==> src/i2c_rx_pkg.sv <==
// Constants and types for the two-wire receive, acknowledge and stop sequencer.
// Assumes a single 125 MHz clock domain and an AXI4-Lite register port.
package i2c_rx_pkg;
  // ==========================================================
  // Register offsets (byte addresses)
  localparam logic [3:0] CTRL_OFFSET = 4'h0;
  localparam logic [3:0] STATUS_OFFSET = 4'h4;
  localparam logic [3:0] BUFFER_OFFSET = 4'h8;
  localparam logic [3:0] BAUD_OFFSET = 4'hC;
  // ==========================================================
  // Control register fields
  localparam int EN_POS = 0;
  localparam int RECEIVE_ENABLE_BIT_POS = 1;
  localparam int ACK_SEQUENCE_ENABLE_POS = 2;
  localparam int ACK_DATA_BIT_POS = 3;
  localparam int PEN_POS = 4;
  localparam int IE_POS = 5;
  // ==========================================================
  // Status register fields
  localparam int BF_POS = 0;
  localparam int OV_POS = 1;
  localparam int WRITE_COLLISION_FLAG_POS = 2;
  localparam int SIF_POS = 3;
  localparam int BCL_POS = 4;
  localparam int PDET_POS = 5;
  localparam int SDET_POS = 6;
  localparam int BUSY_POS = 7;
  // ==========================================================
  // Reset values and bus answers
  localparam logic [7:0] BAUD_RESET = 8'h09;
  localparam logic [7:0] BYTE_ZERO = 8'h00;
  localparam logic [2:0] LAST_BIT = 3'h7;
  localparam logic [1:0] RESP_OKAY = 2'h0;
  localparam logic [1:0] RESP_SLVERR = 2'h2;
  // ==========================================================
  // Sequencer states
  typedef enum logic [3:0] {
    IDLE, RX_CLOCK, ACK_LOW, ACK_WAIT, ACK_HIGH,
    STOP_SDA, STOP_CNT, STOP_SCLH, STOP_SDAH, STOP_END
  } seq_state_type;
endpackage

==> src/i2c_master_rx_ack_stop.sv <==
// Master-side two-wire receive, acknowledge and stop sequencer with AXI4-Lite registers.
// Assumes external pull-ups on both lines and pins that are asynchronous to aclk.
`timescale 1ns/1ps
`default_nettype none

// Overview of operation
// - A receive request written while the sequencer is busy is dropped.
// - While receiving, each baud tick toggles the clock; data is shifted in.
// - After the eighth falling edge: buffer loaded, flags set, clock held low.
// - Buffer-full sets on each received byte and clears on a buffer read.
// - A byte completing while buffer-full is still set raises overflow.
// - A buffer write during reception sets write-collision, buffer kept.
// - Acknowledge: clock low, data bit driven, one baud period, clock released.
// - Clock seen high, one baud period, clock low, acknowledge done, idle.
// - A buffer write during acknowledge sets write-collision, buffer kept.
// - Stop pulls data low; once seen low the baud count reloads.
// - On that timeout the clock is released, data one baud period later.
// - Data high with clock high sets stop-detected; a period later finish.
// - A buffer write during stop sets write-collision, buffer kept.
// - Reset disables the block and aborts any transfer.
// - Start and stop detected bits clear on reset or disable.
// - A bus stop seen after a start while idle raises the interrupt if enabled.
// - Sampled data is compared with what is driven; mismatch flags collision.
// - Arbitration is watched only in the acknowledge clock-high phase and the stop data-high phase.
// - A collision sets its flag and returns the sequencer to idle.
// - Every baud load takes the 8-bit reload value.
module i2c_master_rx_ack_stop
  import i2c_rx_pkg::*;
(
  // Clock and reset
  input wire logic aclk,
  input wire logic aresetn,
  // AXI4-Lite write
  input wire logic [3:0] awaddr,
  input wire logic awvalid,
  output logic awready,
  input wire logic [31:0] wdata,
  input wire logic [3:0] wstrb,
  input wire logic wvalid,
  output logic wready,
  output logic [1:0] bresp,
  output logic bvalid,
  input wire logic bready,
  // AXI4-Lite read
  input wire logic [3:0] araddr,
  input wire logic arvalid,
  output logic arready,
  output logic [31:0] rdata,
  output logic [1:0] rresp,
  output logic rvalid,
  input wire logic rready,
  // Bus lines
  input wire logic scl_i,
  output logic scl_o,
  output logic scl_oe_n,
  input wire logic sda_i,
  output logic sda_o,
  output logic sda_oe_n,
  // Interrupt
  output logic irq
);
  // ==========================================================
  // State
  typedef struct packed {
    seq_state_type state;
    logic [7:0] cnt;
    logic run;
    logic [2:0] bits;
    logic [7:0] sreg;
    logic [7:0] buffer;
    logic [7:0] reload;
    logic en;
    logic ie;
    logic receive_enable_bit;
    logic ack_sequence_enable;
    logic ack_data_bit;
    logic stop_enable;
    logic bf;
    logic ov;
    logic write_collision_flag;
    logic sif;
    logic bcl;
    logic sdet;
    logic pdet;
    logic scl_rel;
    logic sda_rel;
    logic [1:0] scl_sync;
    logic [1:0] sda_sync;
    logic sda_prev;
    logic awready;
    logic wready;
    logic [3:0] awaddr;
    logic [31:0] wdata;
    logic wstb;
    logic bvalid;
    logic [1:0] bresp;
    logic arready;
    logic rvalid;
    logic [31:0] rdata;
    logic [1:0] rresp;
    logic irq;
  } regs_type;

  localparam regs_type RESET_REGS = '{
    state: IDLE, reload: BAUD_RESET, scl_rel: 1'b1, sda_rel: 1'b1,
    scl_sync: 2'h3, sda_sync: 2'h3, sda_prev: 1'b1,
    awready: 1'b1, wready: 1'b1, arready: 1'b1, default: '0};

  regs_type r;
  regs_type next_r;
  logic tick;
  logic scl_s;
  logic sda_s;
  logic wr_fire;
  logic collide;
  logic [7:0] ctrl_v;
  logic [7:0] stat_v;

  // ==========================================================
  // Next-state logic
  always_comb begin
    next_r = r;
    tick = r.run && (r.cnt == BYTE_ZERO);
    scl_s = r.scl_sync[1];
    sda_s = r.sda_sync[1];
    wr_fire = 1'b0;
    collide = 1'b0;
    next_r.scl_sync = {r.scl_sync[0], scl_i};
    next_r.sda_sync = {r.sda_sync[0], sda_i};
    next_r.sda_prev = sda_s;
    ctrl_v = BYTE_ZERO;
    ctrl_v[EN_POS] = r.en;
    ctrl_v[RECEIVE_ENABLE_BIT_POS] = r.receive_enable_bit;
    ctrl_v[ACK_SEQUENCE_ENABLE_POS] = r.ack_sequence_enable;
    ctrl_v[ACK_DATA_BIT_POS] = r.ack_data_bit;
    ctrl_v[PEN_POS] = r.stop_enable;
    ctrl_v[IE_POS] = r.ie;
    stat_v = BYTE_ZERO;
    stat_v[BF_POS] = r.bf;
    stat_v[OV_POS] = r.ov;
    stat_v[WRITE_COLLISION_FLAG_POS] = r.write_collision_flag;
    stat_v[SIF_POS] = r.sif;
    stat_v[BCL_POS] = r.bcl;
    stat_v[PDET_POS] = r.pdet;
    stat_v[SDET_POS] = r.sdet;
    stat_v[BUSY_POS] = (r.state != IDLE);
    if (r.run) begin
      next_r.cnt = tick ? r.reload : r.cnt - 8'h01;
    end
    // Start and stop detection on the bus
    if (scl_s && r.sda_prev && !sda_s) begin
      next_r.sdet = 1'b1;
      next_r.pdet = 1'b0;
    end
    if (scl_s && !r.sda_prev && sda_s) begin
      next_r.pdet = 1'b1;
      next_r.sdet = 1'b0;
    end

    // ========================================================
    // AXI4-Lite slave: address and data taken in either order
    if (awvalid && r.awready) begin
      next_r.awaddr = awaddr;
      next_r.awready = 1'b0;
    end
    if (wvalid && r.wready) begin
      next_r.wdata = wdata;
      next_r.wstb = wstrb[0];
      next_r.wready = 1'b0;
    end
    if (!r.awready && !r.wready && !r.bvalid) begin
      wr_fire = 1'b1;
      next_r.bvalid = 1'b1;
      next_r.bresp = RESP_OKAY;
      case (r.awaddr)
        CTRL_OFFSET: if (r.wstb) begin
          next_r.en = r.wdata[EN_POS];
          next_r.ie = r.wdata[IE_POS];
          next_r.ack_data_bit = r.wdata[ACK_DATA_BIT_POS];
          if (r.state == IDLE && r.wdata[EN_POS] && r.en) begin
            next_r.receive_enable_bit = r.wdata[RECEIVE_ENABLE_BIT_POS];
            next_r.ack_sequence_enable = r.wdata[ACK_SEQUENCE_ENABLE_POS] && !r.wdata[RECEIVE_ENABLE_BIT_POS];
            next_r.stop_enable = r.wdata[PEN_POS] && !r.wdata[RECEIVE_ENABLE_BIT_POS]
                         && !r.wdata[ACK_SEQUENCE_ENABLE_POS];
          end
        end
        STATUS_OFFSET: if (r.wstb) begin
          // Write one to clear; a same-cycle hardware set wins below
          next_r.ov = r.ov && !r.wdata[OV_POS];
          next_r.write_collision_flag = r.write_collision_flag && !r.wdata[WRITE_COLLISION_FLAG_POS];
          next_r.sif = r.sif && !r.wdata[SIF_POS];
          next_r.bcl = r.bcl && !r.wdata[BCL_POS];
        end
        BUFFER_OFFSET: if (r.wstb) begin
          if (r.state != IDLE) begin
            next_r.write_collision_flag = 1'b1;
          end else begin
            next_r.buffer = r.wdata[7:0];
          end
        end
        BAUD_OFFSET: if (r.wstb) begin
          next_r.reload = r.wdata[7:0];
        end
        default: next_r.bresp = RESP_SLVERR;
      endcase
    end
    if (r.bvalid && bready) begin
      next_r.bvalid = 1'b0;
      next_r.awready = 1'b1;
      next_r.wready = 1'b1;
    end
    if (arvalid && r.arready) begin
      next_r.arready = 1'b0;
      next_r.rvalid = 1'b1;
      next_r.rresp = RESP_OKAY;
      next_r.rdata = 32'h0000_0000;
      case (araddr)
        CTRL_OFFSET: next_r.rdata[7:0] = ctrl_v;
        STATUS_OFFSET: next_r.rdata[7:0] = stat_v;
        BUFFER_OFFSET: begin
          next_r.rdata[7:0] = r.buffer;
          next_r.bf = 1'b0;
        end
        BAUD_OFFSET: next_r.rdata[7:0] = r.reload;
        default: next_r.rresp = RESP_SLVERR;
      endcase
    end
    if (r.rvalid && rready) begin
      next_r.rvalid = 1'b0;
      next_r.arready = 1'b1;
    end
    // foreign stop raises interrupt
    // After the status write so that a same-cycle clear loses
    if (scl_s && !r.sda_prev && sda_s && r.sdet && r.ie && r.state == IDLE) begin
      next_r.sif = 1'b1;
    end

    // ========================================================
    // Sequencer; lines are only released or pulled low
    case (r.state)
      IDLE: begin
        if (r.receive_enable_bit) begin
          next_r.state = RX_CLOCK;
          next_r.run = 1'b1;
          next_r.cnt = r.reload;
          next_r.bits = 3'h0;
          next_r.sda_rel = 1'b1;
        end else if (r.ack_sequence_enable) begin
          next_r.state = ACK_LOW;
          next_r.scl_rel = 1'b0;
          next_r.sda_rel = r.ack_data_bit;
          next_r.run = 1'b1;
          next_r.cnt = r.reload;
        end else if (r.stop_enable) begin
          next_r.state = STOP_SDA;
          next_r.sda_rel = 1'b0;
        end
      end
      RX_CLOCK: begin
        if (r.scl_rel && !scl_s) begin
          // Slave stretching the clock reloads the count
          next_r.cnt = r.reload;
        end else if (tick) begin
          // toggle clock, sample data at the falling edge
          next_r.scl_rel = !r.scl_rel;
          if (r.scl_rel) begin
            next_r.sreg = {r.sreg[6:0], sda_s};
            next_r.bits = r.bits + 3'h1;
            if (r.bits == LAST_BIT) begin
              next_r.receive_enable_bit = 1'b0;
              next_r.run = 1'b0;
              next_r.buffer = {r.sreg[6:0], sda_s};
              next_r.bf = 1'b1;
              next_r.sif = 1'b1;
              next_r.state = IDLE;
              if (r.bf) begin
                next_r.ov = 1'b1;
              end
            end
          end
        end
      end
      ACK_LOW: begin
        if (tick) begin
          next_r.scl_rel = 1'b1;
          next_r.run = 1'b0;
          next_r.state = ACK_WAIT;
        end
      end
      ACK_WAIT: begin
        // count starts once the clock is seen high
        if (scl_s) begin
          next_r.run = 1'b1;
          next_r.cnt = r.reload;
          next_r.state = ACK_HIGH;
        end
      end
      ACK_HIGH: begin
        // released data pulled low by another master
        if (r.sda_rel && !sda_s) begin
          collide = 1'b1;
        end else if (tick) begin
          next_r.scl_rel = 1'b0;
          next_r.ack_sequence_enable = 1'b0;
          next_r.run = 1'b0;
          next_r.state = IDLE;
        end
      end
      STOP_SDA: begin
        if (!sda_s) begin
          next_r.run = 1'b1;
          next_r.cnt = r.reload;
          next_r.state = STOP_CNT;
        end
      end
      STOP_CNT: begin
        if (tick) begin
          next_r.scl_rel = 1'b1;
          next_r.state = STOP_SCLH;
        end
      end
      STOP_SCLH: begin
        if (!scl_s) begin
          next_r.cnt = r.reload;
        end else if (tick) begin
          next_r.sda_rel = 1'b1;
          next_r.state = STOP_SDAH;
        end
      end
      STOP_SDAH: begin
        if (sda_s && scl_s) begin
          next_r.pdet = 1'b1;
          next_r.sdet = 1'b0;
          next_r.cnt = r.reload;
          next_r.state = STOP_END;
        end else if (!scl_s || tick) begin
          // clock lost, or data still held low
          collide = 1'b1;
        end
      end
      STOP_END: begin
        if (tick) begin
          next_r.stop_enable = 1'b0;
          next_r.sif = 1'b1;
          next_r.run = 1'b0;
          next_r.state = IDLE;
        end
      end
      default: next_r.state = IDLE;
    endcase
    if (collide) begin
      next_r.bcl = 1'b1;
      next_r.state = IDLE;
      next_r.run = 1'b0;
      next_r.scl_rel = 1'b1;
      next_r.sda_rel = 1'b1;
      next_r.receive_enable_bit = 1'b0;
      next_r.ack_sequence_enable = 1'b0;
      next_r.stop_enable = 1'b0;
    end
    // disabled module is idle and forgets bus state
    if (!r.en) begin
      next_r.state = IDLE;
      next_r.run = 1'b0;
      next_r.scl_rel = 1'b1;
      next_r.sda_rel = 1'b1;
      next_r.receive_enable_bit = 1'b0;
      next_r.ack_sequence_enable = 1'b0;
      next_r.stop_enable = 1'b0;
      next_r.sdet = 1'b0;
      next_r.pdet = 1'b0;
    end
    next_r.irq = next_r.sif && next_r.ie;
  end

  always_ff @(posedge aclk) begin
    if (!aresetn) begin
      r <= RESET_REGS;
    end else begin
      r <= next_r;
    end
  end

  // ==========================================================
  // Outputs
  assign awready = r.awready;
  assign wready = r.wready;
  assign bvalid = r.bvalid;
  assign bresp = r.bresp;
  assign arready = r.arready;
  assign rvalid = r.rvalid;
  assign rdata = r.rdata;
  assign rresp = r.rresp;
  assign scl_o = 1'b0;
  assign sda_o = 1'b0;
  assign scl_oe_n = r.scl_rel;
  assign sda_oe_n = r.sda_rel;
  assign irq = r.irq;
endmodule

`default_nettype wire

==> config.mk <==
export PLATFORM = sky130hd
export DESIGN_NAME = i2c_master_rx_ack_stop
export DESIGN_NICKNAME = d
export VERILOG_FILES = /design/src/i2c_rx_pkg.sv /design/src/i2c_master_rx_ack_stop.sv
export SDC_FILE = /design/constraint.sdc
export NUM_CORES = 1
export LEC_CHECK = 0
export BUFFER_PORTS_ARGS = -buffer_cell sky130_fd_sc_hd__buf_2
export CAP_MARGIN = 20
export CELL_PAD_IN_SITES_DETAIL_PLACEMENT = 2
export CELL_PAD_IN_SITES_GLOBAL_PLACEMENT = 2
export CORE_ASPECT_RATIO = 1.1
export CORE_MARGIN = 4
export CORE_UTILIZATION = 29
export DETAILED_ROUTE_END_ITERATION = 6
export GPL_TIMING_DRIVEN = 0
export PLACE_DENSITY_LB_ADDON = 0.1
export SYNTH_ARGS = -nofsm -noshare
export SYNTH_HDL_FRONTEND = slang
export SYNTH_SLANG_ARGS = --single-unit
==> constraint.sdc <==
create_clock -name aclk -period 1.75 [get_ports aclk]
set_input_delay 0.525 -clock aclk [delete_from_list [all_inputs] [get_ports aclk]]
set_output_delay 0.525 -clock aclk [all_outputs]
set_load 0.05 [all_outputs]
Word level (Yosys, flattened, before mapping)
Cells that the tools add are included.
Widths: inputs -> output; s select.
Word-level totals
  logic and storage cells: 252
  bits in read-only memories: 0
  bits in writable memories: 0
  register bits: 91
  memories: 0
  bits in latches: 0
Cells by class
  magnitude comparators: 0
  add/sub/neg operators: 2
  shifts and indexed selects: 0
  eq/ne operators: 38
  reduce and logical (&&, ||, !) cells: 71
  bitwise operators: 3
  divide/modulo/power cells: 0
  multiplexer cells: 101
  $mul: 0
Operator list (number)
  $mux 8: 11
  $mux 20: 3
  $mux 4: 14
  $pmux 8 s6: 1
  $mux 1: 41
  $pmux 4 s10: 1
  $mux 13: 3
  $ne 2x2->1 const B: 19
  $pmux 8 s4: 1
  $logic_and 1x1->1: 28
  $mux 2: 13
  $eq 4x3->1 const B: 6
  $eq 4x4->1 const B: 6
  $mux 22: 1
  $reduce_and 13->1: 1
  $logic_not 4->1: 3
  $mux 12: 1
  $mux 6: 2
  $reduce_bool 2->1: 6
  $logic_not 1->1: 11
  $reduce_and 5->1: 2
  $mux 9: 1
  $reduce_and 3->1: 3
  $reduce_and 9->1: 1
  other kinds (24): 36

Logic depth before layout (Yosys ltp)
  depth in word-level cells: 13
  mapped depth: 9
  gate-level depth less buffers: 7

Least setup slack after synthesis
No wires, ideal clock.
  path kind: register to register
  start: reg r (netlist bit awready)
  end: reg r (netlist bit ctrl_v[2])
  stages on the path, launching flop included: 6
  data arrival time: 2.009 ns
  slack: -0.325 ns
  data required time: 1.684 ns
  setup time: 0.066 ns
  cells stage by stage: dfxtp_1 nor3_2 nor4b_4 nand4_4 or3b_1 a21oi_2
On the way
  word-level cells in the longest chain between the ends: 7
Ends and longest elaborated chain
  start: declaration: line i2c_master_rx_ack_stop.sv:109  | regs_type r;
  start signal: assignment: line i2c_master_rx_ack_stop.sv:380  | r <= next_r;
  $logic_not 1->1 (*): line i2c_master_rx_ack_stop.sv:171  | if (!r.awready && !r.wready && !r.bvalid) begin
  $logic_and 1x1->1 (*) (2 in a row): line i2c_master_rx_ack_stop.sv:171
  $mux 22 (*): line i2c_master_rx_ack_stop.sv:171
  $mux 1: line i2c_master_rx_ack_stop.sv:302  | end else if (tick) begin
  $mux 1: line i2c_master_rx_ack_stop.sv:300  | if (r.sda_rel && !sda_s) begin
  $mux 1 (*): line i2c_master_rx_ack_stop.sv:240  | case (r.state)
Every way passes the cells marked *; elsewhere a longest branch is shown, timed or not.
A chain may end at the register's enable or synchronous reset.

Worst setup path after layout
  start: reg r[131] in the netlist's numbering
  end: reg r (netlist bit ctrl_v[1])
On the way
  word-level cells in the longest chain between the ends: 7
  elaborated cells between the ends (all ways): 10
  those cells by class: mux: 6; reduce/logical: 4
Ends and longest elaborated chain
  $logic_not 8->1 (*): line i2c_master_rx_ack_stop.sv:123  | tick = r.run && (r.cnt == BYTE_ZERO);
  $logic_and 1x1->1 (*): line i2c_master_rx_ack_stop.sv:123
  $logic_or 1x1->1: line i2c_master_rx_ack_stop.sv:336  | end else if (!scl_s || tick) begin
  $mux 1: line i2c_master_rx_ack_stop.sv:336
  $mux 1: line i2c_master_rx_ack_stop.sv:331  | if (sda_s && scl_s) begin
  $pmux 1 s2: line i2c_master_rx_ack_stop.sv:240
  $reduce_or 3->1 (no source line)
Marked as above.

==> impl_metrics.csv <==
group,metric,value,unit
clocking,clkSlewWorstSetupHoldPaths,70,ps
global_route,grt_usage,19.4,%
floorplan,die_w,131,um
synthesis,yosysSeqAreaShare,36.3,%
timing,slew_viol_final,0,
worst_setup_path,critPathArrivalTime,2220,ps
pwr,internal_power,3.53,mW
timing,fin_ws,-228,ps
placement,dpl.hpwl,13300,um
finish,area_growth,37.0,%
synthesis,synth_edf_count,0,
finish,fillCellCount,1818,
pwr,clkPwrFrac,45.6,%
worst_setup_path,crit_required,1990,ps
clocking,clkSinkCount,88,
route,drt_first_pass_iters,4,
clocking,cts_made_buffers,9,
run_status,violations,"negative setup slack",
timing,slew_headroom,54.8,%
hold_path,min_path_type,"primary input to register",
route,drc_errors,0,
global_route,antenna_found_initial,0,
finish,final_common_cell,"dfxtp_1",
clocking,cts_root_buf,"clkbuf_16",
run_status,status,"complete, but fails checks",
pwr,seq_power_share,43.1,%
finish,layout_common_cells,"73 x dfxtp_1, 64 x buf_4, 55 x nand2_1",
floorplan,initial_utilization,29.7,%
timing,hold_viol,0,
placement,place.gp.congestion,0.903,
clocking,clk-insertion-delay-late,350,ps
timing,fin_crit,1980,ps
worst_setup_path,critical_path_class,"register to register",
synthesis,syn-cell-area,4860,um^2
route,via_count,4604,
synthesis,synthFlopType,"dfxtp_1",
pwr,power.leakage,2.74,nW
global_route,grt_pass1_wl,28600,um
global_route,grt_overflow_total,0,
synthesis,synth_compound_area_share,18.3,%
timing,setup_viol,37,
timing,worst_pin_slew,678,ps
placement,place_ws,-718,ps
clocking,htree_levels,3,
pwr,power.switching,1.31,mW
route,wl_met3,257,um
pwr,pwr_density_cell,727,nW/um^2
synthesis,synth_adder_area_share,0.773,%
route,routed_via_density,5.13,
synthesis,yosysWarnings,0,
global_route,grt_max_degree,17,
floorplan,io_pins,99,
synthesis,synthesis.instances,572,
timing,max_freq,506,MHz
run,cap_viol_max_count,0,
pwr,p_comb_share,11.3,%
route,wl_met1,8140,um
synthesis,async_reset_ff_share,0,%
synthesis,synth-simple-area-share,25.1,%
floorplan,rows,49,
pwr,switching_share,27.1,%
clocking,cts_buffer_depth,2,
placement,port_buffers,41,
finish,drive_above_1_share,36.4,%
synthesis,synth_top_family_by_area,"simple AND/OR/NAND/NOR gates",
pwr,ir_drop,0.431,mV
route,routed.top_layer,"met4",
worst_setup_path,critPathCaptureType,"register",
synthesis,yosysUniqueCellTypes,69,
global_route,grt_pass1_vias,4925,
route,avgRoutedWirePerCell,20.7,um
timing,fin_crit_sh,113,%
worst_setup_path,cp-start-kind,"register",
timing,final.setup_skew,11.1,ps
floorplan,core_region_area,16400,um^2
worst_setup_path,crit_fanout,10,
route,ant_nets,0,
finish,diodes,0,
clocking,cts_tree,"done",
synthesis,synth_seq_cells,88,
route,drt_iter0_markers,189,
floorplan,die_area,18900,um^2
floorplan,die_y,144,um
finish,nets,744,
route,wl_met2,9830,um
synthesis,synth_mux_area_share,9.61,%
synthesis,synth_xor_area_share,0.180,%
synthesis,avgSynthCellArea,8.49,um^2
route,wl,18500,um
timing,rsz0062_at_grt,"yes",
pwr,p_total,4.84,mW
-- synthesized netlist by cell type (all sizes together) (3+ instances only) --
library cell | n | area [um^2]
dfxtp | 88 | 1760
nand2 | 72 | 273
buf | 47 | 329
mux2i | 41 | 410
o21ai | 33 | 165
nand3 | 30 | 155
a21boi | 28 | 210
clkbuf | 28 | 109
nor2 | 22 | 82.6
a21oi | 19 | 98.9
nor2b | 18 | 113
nand2b | 17 | 106
nor3 | 15 | 91.3
inv | 9 | 33.8
and2 | 8 | 50.1
nor3b | 6 | 45.0
o211a | 6 | 60.1
o221ai | 6 | 52.6
or3 | 6 | 37.5
a22oi | 5 | 37.5
nor4 | 5 | 52.6
o21a | 4 | 30.0
o31ai | 4 | 30.0
or2 | 4 | 25.0
ha | 3 | 37.5
mux2 | 3 | 33.8
nand4 | 3 | 33.8
nor4b | 3 | 41.3
o211ai | 3 | 22.5
-- worst paths after layout --
check | start | endpoint | slack, ps | cells after the start
worst min register to register | next_r[83] | r[83] | 420 | 1
worst max register to register | r[131] | ctrl_v[1] | -230 | 8
worst min-delay path | sda_i | next_r[81] | 370 | 2
worst max-delay path | r[131] | ctrl_v[1] | -230 | 8
-- flip-flops by register name (all words and copies together), names as in the netlist, 3 cells and up --
name and count:
ctrl_v 6, next_r 3, rdata 8, r 61
-- per-layer routing --
metal / GRT usage [%] / up-vias
met5: 0 / -
met4: 7.02 / 0
met3: 2.24 / 21
met2: 35.5 / 53
met1: 23.5 / 2314
li1: - / 2216
-- power by group through the flow --
stage          clock, mW  combinational (mW)  sequential, mW
2_1_floorplan          0               0.398            2.15
3_3_place_gp           0               0.530            2.14
3_5_place_dp           0               0.539            2.14
4_1_cts             2.26               0.547            2.09
5_1_grt             2.33               0.590            2.09
6_report            2.21               0.547            2.09
-- metrics by stage --
step	cell area, um^2	util (%)	setup TNS (ps)	cells	hold slack [ps]
6_report	6660	40.7	-5800	897	368
4_1_cts	6430	39.3	-5470	886	360
5_1_grt	6660	40.7	-8220	897	381
3_3_place_gp	5500	33.6	-22720	844	399
3_5_place_dp	5500	33.6	-25660	844	411
2_1_floorplan	5040	-	-1350	599	386
-- worst max-delay path: stages, from the launching register on --
cell,delay (ps)
dfxtp_2,330
or4_4,560
buf_12,170
nor4_4,250
buf_6,210
nand2_8,80
buf_8,150
nand2_1,60
nor2_1,40
-- logic make-up after synthesis --
kind of cell | after synthesis
simple gates | 222
compound gates | 128
flops | 88
buf+inv | 84
mux | 45
fa+ha+maj | 3
other cells | 1
xor+xnor | 1
-- area by class of cell --
| class | instances | area (um^2) | area share, % |
|---|---|---|---|
| multi-input cells | 428 | 3130 | 47.0 |
| flip-flops and latches | 88 | 1790 | 26.9 |
| repair buffers | 81 | 592 | 8.89 |
| plain buffers | 71 | 515 | 7.74 |
| well taps | 204 | 255 | 3.83 |
| clock buffers | 10 | 239 | 3.59 |
| clock inverters | 6 | 97.6 | 1.47 |
| inverters | 9 | 37.5 | 0.564 |
-- repair_timing --
| action | CTS | global route |
|---|---|---|
| gates resized for setup | 112 | 38 |
| pin swaps | 37 | 18 |
| cloned | 3 | 1 |
| setup endpoints to repair | 58 | 46 |
| setup buffers | 26 | 11 |
| hold buffers | 0 | 0 |
Note: power is estimated with default switching activity, not from simulation.
